$ cat src/rtl/seq_timing_pkg.sv
package seq_timing_pkg;

    // ------------------------------------------------------------
    // operations and exceptions the sequencer times
    // ------------------------------------------------------------
    typedef enum logic [4:0] {
        OP_NO_OPERATION,
        OP_AND_IMMEDIATE,
        OP_XOR_IMMEDIATE,
        OP_OR_IMMEDIATE,
        OP_RESET_INSTR,
        OP_STOP,
        OP_EXCEPTION_RETURN,
        OP_SUB_RETURN,
        OP_RESTORE_AND_RETURN,
        OP_FRAME_LINK,
        OP_FRAME_RELEASE,
        OP_PMOVE_WORD_TO_MEM,
        OP_PMOVE_WORD_TO_REG,
        OP_PMOVE_LONG_TO_MEM,
        OP_PMOVE_LONG_TO_REG,
        OP_BOUNDS_CHECK_PASS,
        EX_BUS_FAULT,
        EX_ADDR_FAULT,
        EX_ILLEGAL,
        EX_PRIVILEGE,
        EX_TRACE,
        EX_SOFT_TRAP,
        EX_OVERFLOW_TRAP,
        EX_BOUNDS_CHECK,
        EX_DIVIDE_ZERO,
        EX_INTERRUPT
    } op_e;

    typedef enum logic [1:0] {ST_BOOT, ST_IDLE, ST_RUN} seq_st_e;

    // ------------------------------------------------------------
    // cost carriers
    // ------------------------------------------------------------
    typedef struct packed {
        logic [7:0] clocks;
        logic [3:0] reads;
        logic [3:0] writes;
        logic ea;
    } cost_s;

    typedef struct packed {
        logic [7:0] clocks;
        logic [3:0] reads;
    } ea_cost_s;

    typedef struct packed {
        op_e op;
        ea_cost_s ea;
    } req_s;

    typedef struct packed {
        logic rd;
        logic wr;
        logic iack;
        logic periph_reset;
    } bus_s;

    localparam logic [1:0] BUS_LAST_PH = 2'h3;
    localparam logic [8:0] BUS_CLKS = 9'h004;

    localparam cost_s C_NOP = '{8'h04, 4'h1, 4'h0, 1'b0};
    localparam cost_s C_IMM_SR = '{8'h14, 4'h3, 4'h0, 1'b0};
    localparam cost_s C_RESET_INSTR = '{8'h84, 4'h1, 4'h0, 1'b0};
    localparam cost_s C_STOP = '{8'h04, 4'h0, 4'h0, 1'b0};
    localparam cost_s C_EXC_RETURN = '{8'h14, 4'h5, 4'h0, 1'b0};
    localparam cost_s C_SUB_RETURN = '{8'h10, 4'h4, 4'h0, 1'b0};
    localparam cost_s C_RESTORE_RET = '{8'h14, 4'h2, 4'h0, 1'b0};
    localparam cost_s C_LINK = '{8'h10, 4'h2, 4'h2, 1'b0};
    localparam cost_s C_RELEASE = '{8'h0C, 4'h3, 4'h0, 1'b0};
    localparam cost_s C_PMOVE_W_MEM = '{8'h10, 4'h2, 4'h2, 1'b0};
    localparam cost_s C_PMOVE_W_REG = '{8'h10, 4'h4, 4'h0, 1'b0};
    localparam cost_s C_PMOVE_L_MEM = '{8'h18, 4'h2, 4'h4, 1'b0};
    localparam cost_s C_PMOVE_L_REG = '{8'h18, 4'h6, 4'h0, 1'b0};
    localparam cost_s C_BOUNDS_PASS = '{8'h0A, 4'h1, 4'h0, 1'b1};
    localparam cost_s C_EX_FAULT = '{8'h32, 4'h4, 4'h7, 1'b0};
    localparam cost_s C_EX_TRAP = '{8'h22, 4'h4, 4'h3, 1'b0};
    localparam cost_s C_EX_OVF_TRAP = '{8'h22, 4'h5, 4'h3, 1'b0};
    localparam cost_s C_EX_BOUNDS = '{8'h28, 4'h4, 4'h3, 1'b1};
    localparam cost_s C_EX_DIV0 = '{8'h26, 4'h4, 4'h3, 1'b1};
    localparam cost_s C_EX_INTERRUPT = '{8'h2C, 4'h5, 4'h3, 1'b0};
    localparam cost_s C_BOOT = '{8'h28, 4'h6, 4'h0, 1'b0};

    // ------------------------------------------------------------
    // whole sequencer state
    // ------------------------------------------------------------
    typedef struct packed {
        seq_st_e st;
        logic [3:0] rd_left;
        logic [3:0] wr_left;
        logic [1:0] ph;
        logic [8:0] idle_left;
        logic [15:0] clk_cnt;
        logic [3:0] rd_cnt;
        logic [3:0] wr_cnt;
        logic is_int;
        logic is_rst;
        logic ready;
        logic busy;
        logic done;
        logic err;
        bus_s bus;
    } seq_s;

    localparam seq_s SEQ_RESET = '{ST_BOOT, 4'h0, 4'h0, 2'h0, 9'h000, 16'h0000,
        4'h0, 4'h0, 1'b0, 1'b0, 1'b0, 1'b0, 1'b0, 1'b0, 4'h0};

endpackage
$ cat src/rtl/misc_exc_sequencer.sv
// What this block does
// - report clocks, reads and writes per operation
// - flagged entries add operand address cost
// - immediate logic to status: 20 clocks, 3/0
// - reset 132/1, stop 4/0, no-operation 4/1
// - returns, link and release take listed totals
// - peripheral moves take 16 or 24 clocks
// - exception totals include stacking, vector, first fetch
// - faults 50 (4/7); traps 34 (4/3), overflow trap 34 (5/3)
// - bounds 40, divide-zero 38, plus operand cost
// - interrupt 44 (5/3), acknowledge takes four clocks plus any wait states
// - boot sequence 40 clocks, 6 reads after release
module misc_exc_sequencer
    import seq_timing_pkg::*;
(
    // clock and reset
    input wire logic clk_i,
    input wire logic rst_n_i,
    // start control
    input wire logic halt_n_i,
    // operation request
    input wire logic req_valid_i,
    input wire req_s req_i,
    output logic ready_o,
    output logic req_error_o,
    // bus cycle control
    input wire logic bus_wait_i,
    output bus_s bus_o,
    // progress and cost report
    output logic busy_o,
    output logic done_o,
    output logic [15:0] clocks_o,
    output logic [3:0] reads_o,
    output logic [3:0] writes_o
);

    // ------------------------------------------------------------
    // cost table
    // ------------------------------------------------------------
    function automatic cost_s cost_of(input op_e op, output logic bad);
        cost_s c;
        c = C_NOP;
        bad = 1'b0;
        unique case (op)
            OP_NO_OPERATION: c = C_NOP;
            OP_AND_IMMEDIATE,
            OP_XOR_IMMEDIATE,
            OP_OR_IMMEDIATE: c = C_IMM_SR;
            OP_RESET_INSTR: c = C_RESET_INSTR;
            OP_STOP: c = C_STOP;
            OP_EXCEPTION_RETURN: c = C_EXC_RETURN;
            OP_SUB_RETURN: c = C_SUB_RETURN;
            OP_RESTORE_AND_RETURN: c = C_RESTORE_RET;
            OP_FRAME_LINK: c = C_LINK;
            OP_FRAME_RELEASE: c = C_RELEASE;
            OP_PMOVE_WORD_TO_MEM: c = C_PMOVE_W_MEM;
            OP_PMOVE_WORD_TO_REG: c = C_PMOVE_W_REG;
            OP_PMOVE_LONG_TO_MEM: c = C_PMOVE_L_MEM;
            OP_PMOVE_LONG_TO_REG: c = C_PMOVE_L_REG;
            OP_BOUNDS_CHECK_PASS: c = C_BOUNDS_PASS;
            EX_BUS_FAULT,
            EX_ADDR_FAULT: c = C_EX_FAULT;
            EX_ILLEGAL,
            EX_PRIVILEGE,
            EX_TRACE,
            EX_SOFT_TRAP: c = C_EX_TRAP;
            EX_OVERFLOW_TRAP: c = C_EX_OVF_TRAP;
            EX_BOUNDS_CHECK: c = C_EX_BOUNDS;
            EX_DIVIDE_ZERO: c = C_EX_DIV0;
            EX_INTERRUPT: c = C_EX_INTERRUPT;
            default: bad = 1'b1;
        endcase
        return c;
    endfunction

    // ------------------------------------------------------------
    // load a new operation into the sequencer
    // ------------------------------------------------------------
    // totals already hold stacking, vector and first handler fetch,
    // so exceptions need no extra phase beyond the table figure
    function automatic seq_s launch(input seq_s s, input cost_s c, input ea_cost_s ea,
                                    input logic is_int, input logic is_rst);
        seq_s r;
        ea_cost_s e;
        logic [8:0] total;
        logic [4:0] nrd;
        r = s;
        e = c.ea ? ea : '0;
        total = {1'b0, c.clocks} + {1'b0, e.clocks};
        nrd = {1'b0, c.reads} + {1'b0, e.reads};
        r.st = ST_RUN;
        r.rd_left = nrd[3:0];
        r.wr_left = c.writes;
        r.ph = 2'h0;
        // operand address computation never writes, so only reads come off
        r.idle_left = 9'(total - BUS_CLKS * 9'({5'h00, nrd[3:0]} + {5'h00, c.writes}));
        r.clk_cnt = 16'h0000;
        r.rd_cnt = 4'h0;
        r.wr_cnt = 4'h0;
        r.is_int = is_int;
        r.is_rst = is_rst;
        return r;
    endfunction

    // ------------------------------------------------------------
    // state
    // ------------------------------------------------------------
    seq_s state_ff;
    seq_s nxt_state;

    always_comb
    begin
        logic bad;
        cost_s c;
        bad = 1'b0;
        c = C_NOP;
        nxt_state = state_ff;
        nxt_state.done = 1'b0;
        nxt_state.err = 1'b0;
        unique case (state_ff.st)
            ST_BOOT:
            begin
                // synchronous reset already released; wait for halt negated
                if (halt_n_i)
                begin
                    nxt_state = launch(nxt_state, C_BOOT, '0, 1'b0, 1'b0);
                end
            end
            ST_IDLE:
            begin
                if (req_valid_i)
                begin
                    c = cost_of(req_i.op, bad);
                    if (bad)
                    begin
                        nxt_state.err = 1'b1;
                    end
                    else
                    begin
                        nxt_state = launch(nxt_state, c, req_i.ea,
                                           req_i.op == EX_INTERRUPT,
                                           req_i.op == OP_RESET_INSTR);
                    end
                end
            end
            ST_RUN:
            begin
                nxt_state.clk_cnt = state_ff.clk_cnt + 16'h0001;
                if (state_ff.rd_left != 4'h0 || state_ff.wr_left != 4'h0)
                begin
                    if (state_ff.ph != BUS_LAST_PH)
                    begin
                        nxt_state.ph = state_ff.ph + 2'h1;
                    end
                    else if (!bus_wait_i)
                    begin
                        // reads first, then writes
                        nxt_state.ph = 2'h0;
                        if (state_ff.rd_left != 4'h0)
                        begin
                            nxt_state.rd_left = state_ff.rd_left - 4'h1;
                            nxt_state.rd_cnt = state_ff.rd_cnt + 4'h1;
                        end
                        else
                        begin
                            nxt_state.wr_left = state_ff.wr_left - 4'h1;
                            nxt_state.wr_cnt = state_ff.wr_cnt + 4'h1;
                        end
                    end
                end
                else if (state_ff.idle_left != 9'h000)
                begin
                    nxt_state.idle_left = state_ff.idle_left - 9'h001;
                end
                if (nxt_state.rd_left == 4'h0 && nxt_state.wr_left == 4'h0
                    && nxt_state.idle_left == 9'h000)
                begin
                    nxt_state.st = ST_IDLE;
                    nxt_state.done = 1'b1;
                end
            end
            default:
            begin
                nxt_state.st = ST_IDLE;
            end
        endcase
        nxt_state.ready = nxt_state.st == ST_IDLE;
        nxt_state.busy = nxt_state.st == ST_RUN;
        nxt_state.bus.rd = nxt_state.busy && nxt_state.rd_left != 4'h0;
        nxt_state.bus.wr = nxt_state.busy && nxt_state.rd_left == 4'h0
                           && nxt_state.wr_left != 4'h0;
        // first read of an interrupt is the acknowledge cycle, four clocks plus any wait states
        nxt_state.bus.iack = nxt_state.bus.rd && nxt_state.is_int
                             && nxt_state.rd_cnt == 4'h0;
        // peripherals are held in reset over the long internal stretch
        nxt_state.bus.periph_reset = nxt_state.busy && nxt_state.is_rst
                                     && !nxt_state.bus.rd && !nxt_state.bus.wr;
    end

    always_ff @(posedge clk_i)
    begin
        if (!rst_n_i)
        begin
            state_ff <= SEQ_RESET;
        end
        else
        begin
            state_ff <= nxt_state;
        end
    end

    // ------------------------------------------------------------
    // outputs
    // ------------------------------------------------------------
    assign ready_o = state_ff.ready;
    assign req_error_o = state_ff.err;
    assign bus_o = state_ff.bus;
    assign busy_o = state_ff.busy;
    assign done_o = state_ff.done;
    assign clocks_o = state_ff.clk_cnt;
    assign reads_o = state_ff.rd_cnt;
    assign writes_o = state_ff.wr_cnt;

endmodule // misc_exc_sequencer

$ cat config.mk
export PLATFORM = sky130hd
export DESIGN_NAME = misc_exc_sequencer
export DESIGN_NICKNAME = d
export VERILOG_FILES = /design/src/rtl/seq_timing_pkg.sv /design/src/rtl/misc_exc_sequencer.sv
export SDC_FILE = /design/constraint.sdc
export NUM_CORES = 1
export LEC_CHECK = 0
export BUFFER_PORTS_ARGS = -buffer_cell sky130_fd_sc_hd__buf_2
export CAP_MARGIN = 10
export CORE_ASPECT_RATIO = 0.8
export CORE_MARGIN = 2
export CORE_UTILIZATION = 53
export DETAILED_ROUTE_END_ITERATION = 8
export PLACE_DENSITY_LB_ADDON = 0.25
export SLEW_MARGIN = 30
export SYNTH_ARGS = -nofsm -noshare
export SYNTH_HDL_FRONTEND = slang
export SYNTH_SLANG_ARGS = --single-unit
$ cat constraint.sdc
create_clock -name clk_i -period 4.8 [get_ports clk_i]
set_input_delay 0.48 -clock clk_i [delete_from_list [all_inputs] [get_ports clk_i]]
set_output_delay 0.48 -clock clk_i [all_outputs]
set_load 0.05 [all_outputs]
==> results by group <==
Outcome
  – Status: completed

Hold path
  – Hold path start: req_valid_i
  – Worst Hold End: req_error_o
  – Worst Hold Class: input port to flip-flop
  – Worst hold path stage count: 3

CTS
  – Longest Clk Path Bufs: 2
  – Clock sink count: 55
  – # Post-CTS Setup Buffers: 0
  – H-tree Lvls: 2
  – Clk_lat worst skew: a little over 0.3 ns
  – Clock-pin slew on the worst setup and hold paths: 0.10 ns
  – CTS buffer count: 5
  – Post-CTS sizing: 0
  – Clk root buf: clkbuf_8
  – Hold_buf cts: 0
  – CTS tree: built

Final layout
  – Multi-input gate area: around 2700 um2
  – Area delta synth->final: 5.53%
  – NumNets Final: around 610
  – Antenna cells: 0
  – Share of cells above drive strength 1: 0.165
  – # fillers: between 700 and 800
  – Total area of sequential cells: 1100 um2

Synth
  – Net count after synthesis: 595
  – Syn Inst Count: 543
  – EDFF count, synth: 0
  – Ys Warns: 0
  – Post-synthesis area per instance: 7.80 um2
  – Distinct cells, synth: between 70 and 80
  – Seq/Total Area, Yosys: 0.260
  – Synth area leaders: dfxtp_1, ha_1, buf_4
  – Ys async rst share: 0
  – Cell Area, Synth: 4230 um2
  – Cell taking the most area after synthesis: dfxtp_1
  – Synth Flop Type: dfxtp_1
  – Yosys reg bits: 55
  – Top-area cell type share of the netlist area: 0.260

Timing
  – Final worst clock skew: 0.0101 ns
  – Total negative slack: 0 ns
  – Slew HR: 0.366
  – Slew Viols, Final: 0
  – Max Fclk: between 200 and 250 MHz
  – Final hold vios: 0
  – Crit path time final: about 4.5 ns
  – Worst slew pin tran: between 0.9 and 1 ns
  – Final Setup Violations: 0
  – Final worst path period share: 0.931
  – RSZ-0062 raised after global routing: no

Setup path
  – Max incr delay on CP: roughly 0.56 ns
  – Reg2reg setup slack: 1.84 ns
  – Critical Path AT: 4.64 ns
  – Worst reg2reg path depth: 9
  – Crit path max-delay family: adder cells
  – CP cell instances: buf_2 > or2_2 > o22ai_1 > a22o_1 > and2_1 > ha_1 > inv_1 > fa_1 > inv_1 > fa_1 > fa_1 > inv_1 > ha_1 > o21ai_0 > a21oi_1 > o21a_1 > o41ai_1 > mux2i_1 > o21bai_1
  – Kind of critical path: input port to flip-flop
  – Worst R2R End: bus_o[2]
  – CP bufs+invs: 4
  – Origin of the critical flop-to-flop path: state_ff[49]
  – Crit-path max FO: 8
  – Worst path slowest cell: fa_1
  – Data required, critical path: 4.97 ns
  – Crit. End Element: flip-flop
  – Critical path launch point type: input port

Die
  – # IOs: 54
  – Rows: 29
  – Die extent in x: a little over 100 um
  – DIE HEIGHT: 83.9 um
  – Initial core utilization: 0.540
  – Core box area: 7840 um2
  – DIE AREA: approximately 8700 um2

Pwr
  – Maximum vdd drop: 0.324 mV
  – Power per Cell Area: 493 nW/um2
  – Leak: 1.94 nW
  – Final Power: 2.20 mW

Global route
  – Gr ovfl total: 0
  – Vias in the first global route: 3,595
  – Largest net degree at the start of global routing: 26
  – GRT Util Overall: 0.233
  – First-pass GRT wire length: 16,800 um
  – Antenna violations before repair: 0

Routing
  – Wire per inst: between 15 and 20 um
  – Vias: between 3,000 and 4,000
  – First-pass DRT Iterations: 5
  – Initial DRC count: around 240
  – Via-to-Cell Ratio: 5.83
  – Residual DRC count: 0
  – Final WL: 10,200 um
  – Routed Antenna Nets: 0

Placement
  – I/O Buffers: 53
  – HPWL after detailed placement: 7760 um
  – Placer congestion estimate: 0.953

Run
  – Max cap viols: 0
## per-layer routing
| layer | GRT usage | share of wire |
|---|---|---|
| met2 | 0.365 | 0.43 |
| met5 | 0 | 0 |
| met4 | 0.0663 | 0.021 |
| met3 | 0.0422 | 0.083 |
| met1 | 0.327 | 0.46 |
## layout by cell type (no fill, tap or decap), drive strengths merged, types with 12 or more instances in the layout
master,n
buf,60
xor2,17
dfxtp,55
inv,33
nor2,55
nor3,12
nand3,15
o21ai,24
a21oi,37
nand2,56
ha,23
## tightest hold or removal path, cell delays in order
cell,delay [ns]
buf_2,0.14
nand2_1,0.06
nor4_1,0.04
## cell usage after synthesis (4+ instances only)
cell / instances
nor3b_1: 5
xnor2_1: 7
mux2i_1: 5
nand3_1: 15
buf_4: 29
buf_2: 4
a221oi_1: 7
a21o_1: 7
and3_1: 9
xor2_1: 17
dfxtp_1: 55
nand2b_1: 5
nor3_1: 10
and2_1: 10
nor2_1: 55
nand4_1: 10
o21ai_0: 22
or3_1: 7
nor4_1: 4
clkbuf_1: 18
fa_1: 7
a21oi_1: 37
o21a_1: 5
nand2_1: 56
nor2b_1: 4
ha_1: 23
inv_1: 32
a31oi_1: 9
## worst max path at each step
stage	startpoint	to	slack, ns	cells past startpoint
2_1_floorplan	req_i[13]	state_ff[42]	0.0005	20
3_3_place_gp	req_i[12]	state_ff[42]	0.15	19
3_5_place_dp	req_i[12]	state_ff[42]	0.03	20
4_1_cts	req_i[12]	state_ff[42]	0.33	19
6_report	req_i[12]	state_ff[42]	0.33	19
5_1_grt	req_i[14]	state_ff[42]	0.05	23
## report_power, final
group / total, mW / leakage (nW) / switching (mW) / internal (mW)
clock network: 0.309 / 0.0558 / 0.152 / 0.158
registers: 0.648 / 0.446 / 0.119 / 0.529
logic: 1.24 / 1.43 / 0.784 / 0.461
## final cells by class
type / instances / share of cell area
Timing Repair Buffer: 60 / 0.0711
Clock buffer: 6 / 0.0162
Multi-Input combinational cell: 400 / 0.600
Clock inverter: 2 / 0.00868
Inverter: 33 / 0.0277
Sequential cell: 55 / 0.246
Tap cell: 108 / 0.0302
## registers in the layout (all words and copies together), names as in the netlist, 4 cells and up
signal / count
clocks_o: 16
reads_o: 4
bus_o: 4
writes_o: 4
state_ff: 23
## cell families (layout without fill, tap and decap cells)
kind of cell               count (synthesis)  after routing  synth area share
adders and majority gates                 30             30             0.101
AOI/OAI and AO/OA                        123            123             0.198
muxes                                      8              8            0.0198
xor gates and xnor gates                  24             24            0.0496
buffers and inverters                     88            101             0.107
and+or+nand+nor                          215            215             0.264
DFF                                       55             55             0.260
## stage by stage
stage | hold WS [ns] | utilization | instances | setup slack [ns] | cell area, um2
after global routing | 0.433 | 0.570 | 664 | 0.0515 | 4470
after CTS | 0.436 | 0.570 | 664 | 0.330 | 4470
after detailed placement | 0.481 | 0.556 | 656 | 0.0300 | 4360
after global placement | 0.448 | 0.556 | 656 | 0.150 | 4360
final | 0.445 | 0.570 | 664 | 0.331 | 4470
after floorplan | 0.436 | - | 543 | 0.000462 | 4230
Note: power is estimated with default switching activity, not from simulation.
